File: src/logic/led_fault_regs.vh
// Purpose: Constants for the status LED and fault output block
// Assumes: 125 MHz system clock
// Notes:   Times are in milliseconds; cycle counts derive from them
`ifndef LED_FAULT_REGS_VH
`define LED_FAULT_REGS_VH
`define CLK_HZ          125000000
`define CYC_PER_MS      (`CLK_HZ / 1000)
`define FLASH_HALF_MS   250
`define FLASH_HALF_CYC  (`FLASH_HALF_MS * `CYC_PER_MS)
`define PAUSE_MS        2000
`define PAUSE_CYC       (`PAUSE_MS * `CYC_PER_MS)
`define INIT_FLASH_MS   1000
`define INIT_FLASH_CYC  (`INIT_FLASH_MS * `CYC_PER_MS)
`define MAX_CONN        2'd3
// Fault word bit positions
`define FLT_INIT        0
`define FLT_SHORT       1
`define FLT_TEMP        2
`define FLT_NOMOTOR     3
`define FLT_W           4
// LED colour codes {red, green}
`define LED_OFF         2'b00
`define LED_GREEN       2'b01
`define LED_RED         2'b10
`endif

File: src/logic/status_led_fault_output.v
// Purpose: Network, unit, link and front status LEDs plus the fault/general output
// Assumes: One 125 MHz clock; fault sense pins are asynchronous, state inputs are synchronous
// Notes:   Notes on behaviour
// Notes on behaviour
// - Implicit-protocol mode: flash green with IP address but no valid configuration.
// - Implicit-protocol mode: steady green when connected and configured.
// - Implicit-protocol mode: steady red on IP conflict, flash red on lost connection.
// - Modbus/TCP mode: alternate red and green during power-up initialisation.
// - Modbus/TCP mode: one green flash per connection, then two-second dark pause.
// - At most three TCP connections; LED count never above three.
// - Modbus/TCP mode: flash red when an established connection is lost.
// - Unit LED flashes red during init, steady green when boards communicate.
// - Link LED lit while link exists, flashes while data is transmitted.
// - Discrete output selectable as general purpose or fault output.
// - Fault output on in normal operation, off whenever a fault is present.
// - Faults: init incomplete, motor short, heat sink over 90 C, interlock open.
// - Faults reported to host input data; host clears via output data.
// - Front LED steady green when healthy, steady red on short, heat, interlock.
// - Motor wiring faults detected only while motor current is enabled.
`timescale 1ns/1ps
`include "led_fault_regs.vh"
module status_led_fault_output (
  // Clock and reset
  input  wire       i_clock,
  input  wire       i_resetn,
  // Driver state (synchronous)
  input  wire       i_init_done,
  input  wire       i_motor_current_en,
  input  wire       i_modbus_mode,
  input  wire       i_ip_held,
  input  wire       i_ip_conflict,
  input  wire       i_config_valid,
  input  wire       i_conn_open,
  input  wire       i_conn_lost,
  input  wire [1:0] i_tcp_conn_count,
  input  wire       i_board_comm_ok,
  // Protection and link pins (asynchronous)
  input  wire       i_short_pin,
  input  wire       i_overtemp_pin,
  input  wire       i_interlock_open_pin,
  input  wire       i_link_up_pin,
  input  wire       i_link_activity,
  // Discrete output configuration
  input  wire       i_out_is_fault,
  input  wire       i_gp_out_value,
  // Host network data
  input  wire       i_host_fault_clear,
  output reg  [3:0] o_fault_report,
  // Indicators and output line
  output reg        o_net_led_green,
  output reg        o_net_led_red,
  output reg        o_unit_led_green,
  output reg        o_unit_led_red,
  output reg        o_link_led,
  output reg        o_front_led_green,
  output reg        o_front_led_red,
  output reg        o_discrete_out
);
  localparam ST_FLASH = 2'd0;
  localparam ST_PAUSE = 2'd1;
  localparam [31:0] HALF_CYC  = `FLASH_HALF_CYC;
  localparam [31:0] PAUSE_CYC = `PAUSE_CYC;
  localparam [31:0] INIT_CYC  = `INIT_FLASH_CYC;

  wire [4:0] pins;
  reg  [31:0] tick_cnt;
  reg         blink;
  reg         blink_edge;
  reg  [31:0] init_cnt;
  reg         init_window;
  reg  [1:0]  tcp_state;
  reg  [31:0] pause_cnt;
  reg  [2:0]  flash_left;
  reg  [1:0]  lost_flag;
  reg  [`FLT_W-1:0] fault_latch;
  reg  [`FLT_W-1:0] next_fault;
  reg  [1:0]  next_net;
  reg  [1:0]  next_front;
  wire [`FLT_W-1:0] fault_now;
  wire [1:0] conn_cap;

  pin_sync #(.W(5)) u_sync (
    .i_clock  (i_clock),
    .i_resetn (i_resetn),
    .i_pin    ({i_link_activity, i_link_up_pin, i_interlock_open_pin, i_overtemp_pin, i_short_pin}),
    .o_level  (pins)
  );

  // Cap on connections shown; further ones are refused upstream
  function [1:0] cap_conn;
    input [1:0] n;
    begin
      cap_conn = (n > `MAX_CONN) ? `MAX_CONN : n;
    end
  endfunction

  assign conn_cap = cap_conn(i_tcp_conn_count);

  // Wiring faults only count while current flows; heat is always watched
  // Interlock counts as motor wiring, so it is masked the same way as a short
  assign fault_now[`FLT_INIT]    = ~i_init_done;
  assign fault_now[`FLT_SHORT]   = pins[0] & i_motor_current_en;
  assign fault_now[`FLT_TEMP]    = pins[1];
  assign fault_now[`FLT_NOMOTOR] = pins[2] & i_motor_current_en;

  // Free-running blink base
  always @(posedge i_clock or negedge i_resetn)
  begin
    if (!i_resetn)
    begin
      tick_cnt   <= 32'h0000_0000;
      blink      <= 1'b0;
      blink_edge <= 1'b0;
    end
    else
    begin
      blink_edge <= 1'b0;
      if (tick_cnt >= HALF_CYC - 32'h1)
      begin
        tick_cnt   <= 32'h0000_0000;
        blink      <= ~blink;
        blink_edge <= blink;
      end
      else
        tick_cnt <= tick_cnt + 32'h1;
    end
  end

  // Power-up flash window, also held while init is incomplete
  always @(posedge i_clock or negedge i_resetn)
  begin
    if (!i_resetn)
    begin
      init_cnt    <= 32'h0000_0000;
      init_window <= 1'b1;
    end
    else if (init_window)
    begin
      if (init_cnt >= INIT_CYC - 32'h1 && i_init_done)
        init_window <= 1'b0;
      if (init_cnt < INIT_CYC - 32'h1)
        init_cnt <= init_cnt + 32'h1;
    end
  end

  // Fault latch: set wins over host clear; clear needs the condition gone
  always @*
  begin
    next_fault = fault_latch | fault_now;
    if (i_host_fault_clear)
      next_fault = fault_now;
  end

  always @(posedge i_clock or negedge i_resetn)
  begin
    if (!i_resetn)
    begin
      fault_latch    <= 4'h1;
      o_fault_report <= 4'h1;
    end
    else
    begin
      fault_latch    <= next_fault;
      o_fault_report <= next_fault;
    end
  end

  // Lost connection flag per protocol: cleared once a connection is re-made
  always @(posedge i_clock or negedge i_resetn)
  begin
    if (!i_resetn)
      lost_flag <= 2'b00;
    else
    begin
      if (i_conn_lost)
        lost_flag[i_modbus_mode] <= 1'b1;
      else if (i_conn_open && !i_modbus_mode)
        lost_flag[0] <= 1'b0;
      if (!i_conn_lost && i_modbus_mode && conn_cap != 2'd0 && tcp_state == ST_PAUSE)
        lost_flag[1] <= 1'b0;
    end
  end

  // Connection count flasher: N green flashes, then a dark pause
  always @(posedge i_clock or negedge i_resetn)
  begin
    if (!i_resetn)
    begin
      tcp_state  <= ST_PAUSE;
      pause_cnt  <= 32'h0000_0000;
      flash_left <= 3'h0;
    end
    else
    begin
      case (tcp_state)
        ST_PAUSE:
        begin
          // Pause ends on a blink edge so every flash is full length
          if (pause_cnt >= PAUSE_CYC - 32'h1)
          begin
            if (blink_edge)
            begin
              pause_cnt  <= 32'h0000_0000;
              flash_left <= {1'b0, conn_cap};
              if (conn_cap != 2'd0)
                tcp_state <= ST_FLASH;
            end
          end
          else
            pause_cnt <= pause_cnt + 32'h1;
        end
        ST_FLASH:
        begin
          if (blink_edge)
          begin
            if (flash_left <= 3'h1)
            begin
              flash_left <= 3'h0;
              tcp_state  <= ST_PAUSE;
            end
            else
              flash_left <= flash_left - 3'h1;
          end
        end
        default:
          tcp_state <= ST_PAUSE;
      endcase
    end
  end

  // Network LED colour selection
  always @*
  begin
    next_net = `LED_OFF;
    if (i_modbus_mode)
    begin
      if (init_window)
        next_net = blink ? `LED_RED : `LED_GREEN;
      else if (lost_flag[1])
        next_net = blink ? `LED_RED : `LED_OFF;
      else if (tcp_state == ST_FLASH)
        next_net = blink ? `LED_GREEN : `LED_OFF;
    end
    else
    begin
      if (init_window)
        next_net = blink ? `LED_RED : `LED_OFF;
      else if (i_ip_conflict)
        next_net = `LED_RED;
      else if (lost_flag[0])
        next_net = blink ? `LED_RED : `LED_OFF;
      else if (i_conn_open && i_config_valid)
        next_net = `LED_GREEN;
      else if (i_ip_held)
        next_net = blink ? `LED_GREEN : `LED_OFF;
    end
  end

  // Front LED: latched hardware faults show red, init shows dark
  always @*
  begin
    if (|fault_latch[`FLT_NOMOTOR:`FLT_SHORT])
      next_front = `LED_RED;
    else if (fault_latch[`FLT_INIT])
      next_front = `LED_OFF;
    else
      next_front = `LED_GREEN;
  end

  // Every indicator comes straight from a flop so the pins never glitch
  always @(posedge i_clock or negedge i_resetn)
  begin
    if (!i_resetn)
    begin
      o_net_led_green   <= 1'b0;
      o_net_led_red     <= 1'b0;
      o_unit_led_green  <= 1'b0;
      o_unit_led_red    <= 1'b0;
      o_link_led        <= 1'b0;
      o_front_led_green <= 1'b0;
      o_front_led_red   <= 1'b0;
      o_discrete_out    <= 1'b0;
    end
    else
    begin
      o_net_led_green   <= next_net[0];
      o_net_led_red     <= next_net[1];
      o_unit_led_red    <= init_window & blink;
      o_unit_led_green  <= ~init_window & i_board_comm_ok;
      // Activity blanks the LED on alternate blink phases
      o_link_led        <= pins[3] & ~(pins[4] & blink);
      o_front_led_green <= next_front[0];
      o_front_led_red   <= next_front[1];
      if (i_out_is_fault)
        o_discrete_out <= ~(|next_fault);
      else
        o_discrete_out <= i_gp_out_value;
    end
  end
endmodule // status_led_fault_output

File: src/logic/pin_sync.v
// Purpose: Three-flop synchroniser with agreement check for a group of pins
// Assumes: Inputs asynchronous to i_clock
// Notes:   Output changes only when stages two and three agree
`timescale 1ns/1ps
module pin_sync #(
  parameter W = 4
) (
  // Clock and reset
  input  wire         i_clock,
  input  wire         i_resetn,
  // Pins
  input  wire [W-1:0] i_pin,
  output reg  [W-1:0] o_level
);
  reg [W-1:0] s1;
  reg [W-1:0] s2;
  reg [W-1:0] s3;
  integer k;
  always @(posedge i_clock or negedge i_resetn)
  begin
    if (!i_resetn)
    begin
      s1      <= {W{1'b0}};
      s2      <= {W{1'b0}};
      s3      <= {W{1'b0}};
      o_level <= {W{1'b0}};
    end
    else
    begin
      s1 <= i_pin;
      s2 <= s1;
      s3 <= s2;
      for (k = 0; k < W; k = k + 1)
        if (s2[k] == s3[k])
          o_level[k] <= s3[k];
    end
  end
endmodule // pin_sync

File: config.mk
export PLATFORM = sky130hd
export DESIGN_NAME = status_led_fault_output
export DESIGN_NICKNAME = d
export VERILOG_FILES = /design/src/logic/status_led_fault_output.v /design/src/logic/pin_sync.v
export VERILOG_INCLUDE_DIRS = /design/src /design/src/logic
export SDC_FILE = /design/constraint.sdc
export NUM_CORES = 1
export LEC_CHECK = 0
export ABC_AREA = 1
export BUFFER_PORTS_ARGS = -buffer_cell sky130_fd_sc_hd__buf_2
export CAP_MARGIN = 20
export CORE_MARGIN = 4
export CORE_UTILIZATION = 45
export CTS_CLUSTER_DIAMETER = 120
export CTS_CLUSTER_SIZE = 40
export DETAILED_ROUTE_END_ITERATION = 16
export GPL_TIMING_DRIVEN = 0
export SETUP_SLACK_MARGIN = 0.2
export SLEW_MARGIN = 20
export SYNTH_ARGS = -nofsm -noshare
export SYNTH_HDL_FRONTEND = slang
export SYNTH_SLANG_ARGS = --single-unit
File: constraint.sdc
create_clock -name i_clock -period 1.7 [get_ports i_clock]
set_input_delay 0.34 -clock i_clock [delete_from_list [all_inputs] [get_ports i_clock]]
set_output_delay 0.34 -clock i_clock [all_outputs]
set_load 0.03 [all_outputs]
==> results of run 1 <==
registers in the layout (all words and copies together) (netlist names):
register / flops
o_discrete_out: 1
o_front_led_red: 1
o_unit_led_green: 1
blink: 1
o_link_led: 1
u_sync.s3: 5
tcp_state: 1
init_window: 1
u_sync.s2: 5
fault_latch: 4
flash_left: 3
o_unit_led_red: 1
lost_flag: 2
u_sync.s1: 5
pause_cnt: 32
tick_cnt: 32
o_net_led_green: 1
init_cnt: 32
blink_edge: 1
u_sync.o_level: 5
o_front_led_green: 1
o_net_led_red: 1
per-layer routing:
| layer | global-route usage, % | up-vias |
|---|---|---|
| met5 | 0 | - |
| met4 | 7.84 | 0 |
| met3 | 4.74 | 41 |
| met2 | 35.9 | 124 |
| met1 | 26.1 | 3192 |
| li1 | - | 3412 |
cell usage after synthesis, types with 3 or more instances:
master | number | share of area [%]
nor4_1 | 4 | 0.34
clkbuf_1 | 10 | 0.51
nand3b_1 | 11 | 1.1
xnor2_1 | 17 | 2.0
nor3_1 | 28 | 1.9
nor2_1 | 149 | 7.6
xor2_1 | 30 | 3.6
nand4_1 | 4 | 0.34
dfrtp_1 | 134 | 46
dfstp_2 | 3 | 1.1
nand3_1 | 97 | 6.6
nand2_1 | 347 | 18
maj3_1 | 5 | 0.68
inv_1 | 93 | 4.7
a21oi_1 | 7 | 0.48
o21ai_0 | 13 | 0.88
ha_1 | 4 | 0.68
buf_4 | 5 | 0.51
buf_2 | 8 | 0.54
through the flow:
stage / power [mW] / hold slack [ps] / utilization, % / setup slack, ps
6_report: 8.31 / 12.2 / 65.0 / -1.27
5_1_grt: 8.66 / 4.49 / 65.0 / -65.2
4_1_cts: 8.29 / 1.28 / 59.5 / 19.7
3_5_place_dp: 4.35 / 322 / 49.7 / -229
3_3_place_gp: 4.33 / 332 / 49.5 / -1680
2_1_floorplan: 4.08 / 44.4 / - / 121
layout make-up:
type	instances	area (µm²)	area share [%]
well taps	216	270	2.61
clock buffers	17	425	4.11
clock inverters	15	194	1.87
multi-input cells	746	4300	41.5
repair buffers	121	1120	10.8
plain buffers	23	235	2.27
inverters	95	359	3.47
flip-flops and latches	137	3460	33.4
what timing repair did:
item	CTS	global route
endpoints found under the hold margin	69	0
setup endpoints to repair	91	91
pin swaps	24	40
setup buffers	52	24
hold buffers	4	0
cloned	5	3
resized for setup	101	187
cell usage in the layout, fill, tap and decap left out, types with 17 or more instances in the layout:
| cell type | instances |
|---|---|
| buf_2 | 32 |
| nand3_1 | 89 |
| nand2_4 | 18 |
| dfrtp_1 | 113 |
| nor2_4 | 30 |
| dfrtp_2 | 21 |
| nand2_2 | 61 |
| clkbuf_16 | 20 |
| nor2_2 | 17 |
| nand2_1 | 268 |
| xor2_1 | 27 |
| inv_1 | 87 |
| nor2_1 | 104 |
| buf_4 | 61 |
where the power goes:
part,internal [mW],total (mW),switching [mW]
sequential,3.44,3.63,0.192
combinational,0.332,0.838,0.506
clock,2.13,3.84,1.71
total,5.91,8.31,2.40
path summary, 6_finish.rpt:
path / endpoint / slack, ps / cells after the start
setup reg to reg: pause_cnt[25]$_DFFE_PN0P_ / -1 / 11
min in group asynchronous: pause_cnt[12]$_DFFE_PN0P_ / 440 / 2
hold / removal: u_sync.s1[3]$_DFF_PN0_ / 10 / 1
max in group asynchronous: init_window$_DFF_PN1_ / 500 / 3
setup / recovery: pause_cnt[25]$_DFFE_PN0P_ / -1 / 11
hold reg to reg: u_sync.s2[1]$_DFF_PN0_ / 350 / 0
kinds of logic (layout without fill, tap and decap cells):
family	count (synthesis)	count (layout)	share of synthesized area (%)
AND/OR/NAND/NOR	650	650	37.0
adder cells (fa/ha/maj)	9	9	1.36
AO/OA/AOI/OAI	33	33	2.70
flip-flops	137	137	46.6
buffers and inverters	120	271	6.71
XOR/XNOR	47	47	5.59
other	1	7	0.0509
==> results.md, run 1 <==
- Fin Clk Skew: 7.53 ps
- RR Startpoint: pause_cnt[0]$_DFFE_PN0P_
- Final instance area: 0.0104 mm²
- Die area: 0.0185 mm²
- Sequential fraction of the synthesis area: 46.6%
- Netlist cell types: 39
- IO Port Bufs: 32
- CP Cell Sequence: ha_4 > nand3_4 > o21ai_2 > nand2_1 > nand2_1 > nand2_2 > nand3_4 > nand2_8 > clkbuf_16 > nand2_2 > nand2_1
- Slew @ Worst Pin: 529 ps
- Detail Route Antenna Nets: 0
- Layout Cells excl Fill: 1370
- Final wirelength: 19100 µm
- P per Cell Area: 802 mW/mm²
- Critical path's top delay family: simple AND/OR/NAND/NOR gates
- Failing checks: negative setup slack
- Synth warn: 0
- Syn-to-layout area delta: 40.6%
- Max cap viols: 0
- Met3 routed WL: 643 µm
- Via count: 6769
- Final hold violations: 0
- Vias per cell: 4.94
- Final RePlAce weighted congestion: 0.862
- Crit path top cell by count: nand2_1
- Reg clk slew, reported paths: 70 ps
- LEAKAGE: 4.83 nW
- CTS buffer count: 17
- Critical-path top delay cell: dfrtp_2
- Initial DRC count: 478
- Tmin final: 1700 ps
- GRT Resource Usage Total: 21.0%
- Largest net degree at the start of global routing: 72
- Placed instance count: 1252
- # diodes: 0
- Initial Utilization: 46.2%
- M1 WL: 8440 µm
- Syn avg cell area: 7.39 µm²
- EDFF count, synth: 0
- Htree depth: 4
- Post-DP HPWL: 11900 µm
- Row cnt: 46
- Gr ovfl total: 0
- Placed Area: 0.00793 mm²
- Setup WS post-layout: -1.27 ps
- CTS tree: built
- Root Driver: clkbuf_16
- Remaining DRCs: 0
- Routed len/inst: 14.0 µm
- Cells after Synth: 997
- Crit start category: flop
- Core ar.: 0.0159 mm²
- Share of post-route cells with drive strength above 1: 31.8%
- Setup TNS: -1.27 ps
- First-pass GRT wire length: 30900 µm
- Maximum single-stage delay on the critical path: 420 ps
- NumNets Final: 1166
- Status: complete, but fails checks
- Most used DFF post-synth: dfrtp_1
- Synthesized flop and latch total: 137
- Die Width: 136 µm
- Final period util: 100%
- Die height: 136 µm
- Min-delay worst type: input pin to flop
- # fillers: 1352
- Vias in the first global route: 6560
- Worst Setup SP: pause_cnt[0]$_DFFE_PN0P_
- RSZ-0062 raised after global routing: yes
- Setup CP Type: flop to flop
- Max Slew Vio Count: 0
- Drt first pass iters: 5
- CP max FO: 7
- Num Clock Sinks: 137
- Max frequency: 588 MHz
- Final Setup Violations: 1
- Synth async-reset ratio: 100%
- Top routing layer in use: met4
- Met2 routed WL: 9550 µm
- VDD IR max: 0.724 mV
- Post-Syn Area: 0.00737 mm²
- Buffers & Inverters on Critical Path: 1
- Max_slew headroom: 64.7%
- Clock Path Buffers: 2
- Clock Latency Late Sink: 430 ps
- Top Ports: 33
- Worst setup EP type: flop
- Initial antenna violation count: 0
- Worst Path Arrival: 2020 ps
- Hold wc startpoint: i_link_up_pin
- CP Data Required Time: 2020 ps
(Power assumes the default switching activity.)
==> run 2: changes to the inputs <==
==> constraint.sdc (replaced) <==
create_clock -name i_clock -period 1.5 [get_ports i_clock]
set_input_delay 0.3 -clock i_clock [delete_from_list [all_inputs] [get_ports i_clock]]
set_output_delay 0.3 -clock i_clock [all_outputs]
set_load 0.03 [all_outputs]
==> run 2 against run 1 <==
Net effect:
- the flow still finishes with violations (negative setup slack)
- total power increased by 13%
- die area did not move
- combinational power rose by 14%
- critical endpoint is now pause_cnt[2]$_DFFE_PN0P_
- final cell count is 0.95% lower
- clock power up 12%
- routed wire length is 0.65% lower
- highest routed layer unchanged
- via count decreased by 0.24%
- flip-flop and latch count did not move
- sequential share of layout area up 0.94 points
- register-to-register slack got worse by 180 ps
- clock-buffer cell count unchanged
- largest power group unchanged
==> results.md, run 2 (same netlist as run 1, synthesis figures left out) <==
- Status: complete, but fails checks
- Failing checks: negative setup slack
- Initial DRC count: 433
- Share of post-route cells with drive strength above 1: 29.3%
- Clock power frac: 45.9%
- Syn-to-layout area delta: 36.8%
- Layout Cells excl Fill: 1357
- Most common cell after layout, fill and taps aside: nand2_1
- CTS tree: built
- Vias in the first global route: 6702
- Fin Clk Skew: 13.5 ps
- Num Clock Sinks: 137
- RSZ-0062 raised after global routing: yes
- Setup CP Type: flop to flop
- Htree depth: 4
- CTS buffer count: 17
- CP max FO: 10
- Clock Latency Late Sink: 430 ps
- First-pass GRT wire length: 32000 µm
- RR Startpoint: pause_cnt[13]$_DFFE_PN0P_
- Detail Route Antenna Nets: 0
- CP Data Required Time: 1810 ps
- Tmin final: 1680 ps
- Core ar.: 0.0159 mm²
- Via count: 6753
- Reg-to-reg setup timing slack: -180 ps
- Crit path top cell by count: nand2_1
- Worst Path Arrival: 1990 ps
- P per Cell Area: 930 mW/mm²
- NumNets Final: 1153
- Final period util: 112%
- Routed len/inst: 14.0 µm
- CP Cell Sequence: nand2_1 > inv_1 > nand2_1 > nor2_1 > nand2_1 > nand2_2 > nand2_4 > nand3_4 > nand2_2 > buf_6 > nand2_1 > nand2_1
- Initial Utilization: 46.2%
- Remaining DRCs: 0
- Drt first pass iters: 5
- # fillers: 1416
- Max Slew Vio Count: 0
- Placed instance count: 1252
- Critical-path top delay cell: dfrtp_1
- Crit start category: flop
- Max cap viols: 0
- Util after Layout: 63.2%
- Biggest regs: init_cnt x32, pause_cnt x32, tick_cnt x32
- Most frequent cells in the layout: nand2_1, dfrtp_1, nor2_1
- Initial antenna violation count: 0
- Gr ovfl total: 0
- Final hold violations: 0
- Vias per cell: 4.98
- Maximum single-stage delay on the critical path: 430 ps
- Max frequency: 595 MHz
- Clock Path Buffers: 2
- Reg clk slew, reported paths: 70 ps
- Final RePlAce weighted congestion: 0.894
- Top Ports: 33
- GRT Resource Usage Total: 21.6%
- Max_slew headroom: 63.2%
- Largest net degree at the start of global routing: 73
- Pre-CTS WS: -521 ps
- # diodes: 0
- Comb power frac: 10.2%
- Worst setup EP type: flop
- Root Driver: clkbuf_16
- Sequential power share: 43.9%
- Row cnt: 46
- Final Setup Violations: 91
- VDD IR max: 0.848 mV
- Switching power: 2.80 mW
- Die height: 136 µm
- Worst Setup SP: pause_cnt[13]$_DFFE_PN0P_
- LEAKAGE: 4.66 nW
- IO Port Bufs: 32
- Min-delay worst type: input pin to flop
- Pint: 6.58 mW
- Die Width: 136 µm
- Die area: 0.0185 mm²
- Hold wc startpoint: i_out_is_fault
- Setup WS post-layout: -181 ps
- Slew @ Worst Pin: 552 ps
- Post-DP HPWL: 12300 µm
- Switching share of power: 29.8%
- Final wirelength: 19000 µm
-- run 2: changes by cell type in the layout (fill, tap and decap cells not counted), sizes merged --
cell	previous run	this run
clkinvlp	1	0
dlygate4sd3	4	6
clkinv	4	7
buf	130	115
inv	104	103
bufinv	1	0
-- run 2: timing repair --
item | 4_1_cts | 5_1_grt
gates cloned | 3 | 2
pin swaps | 23 | 31
endpoints found under the hold margin | 69 | 0
setup endpoints to repair | 98 | 103
resized for setup | 89 | 147
hold buffers | 6 | 0
buffers inserted | 46 | 17
-- run 2: final timing paths --
kind | endpoint | cells after the start
max in group asynchronous | tcp_state[0]$_DFFE_PN1P_ | 3
min in group asynchronous | pause_cnt[8]$_DFFE_PN0P_ | 2
max reg2reg | pause_cnt[2]$_DFFE_PN0P_ | 12
max | pause_cnt[2]$_DFFE_PN0P_ | 12
min | o_discrete_out$_DFF_PN0_ | 2
min reg2reg | u_sync.s2[0]$_DFF_PN0_ | 0
-- run 2: cell type report --
cell class | instances | area (µm²) | share of cell area [%]
clock buffers | 17 | 425 | 4.22
repair buffers | 107 | 937 | 9.30
multi-input cells | 746 | 4190 | 41.6
clock inverters | 15 | 196 | 1.95
flip-flops and latches | 137 | 3460 | 34.3
plain buffers | 24 | 235 | 2.33
inverters | 95 | 362 | 3.59
well taps | 216 | 270 | 2.68
-- run 2: worst max-delay path, delay by kind of cell, from the launching register on --
family	cells	cell delay (ps)
buf+inv	2	220
simple gates	10	920
flops	1	430
-- run 2: per-layer routing --
metal,vias up,track usage (%),routed length [µm]
met3,32,3.55,712
li1,3385,-,-
met1,3189,28.4,8500
met5,-,0,0
met2,147,36.1,9470
met4,0,7.56,342
-- run 2: power by group through the flow --
stage,clock network (mW),registers (mW),logic [mW]
after global routing,4.55,4.15,1.07
after detailed placement,0,4.18,0.766
after CTS,4.41,4.11,0.878
after floorplan,0,4.21,0.443
final,4.31,4.12,0.953
after global placement,0,4.18,0.746
-- run 2: through the flow --
step | hold WS, ps | power [mW] | TNS, ps | cell area, µm²
floorplan | 4.41 | 4.65 | -1930 | 7600
global placement | 332 | 4.92 | -271370 | 8030
detailed placement | 283 | 4.94 | -26750 | 8070
CTS | 49.1 | 9.40 | -8750 | 9430
global route | 58.2 | 9.77 | -18990 | 10100
finish | 65.4 | 9.37 | -9870 | 10100
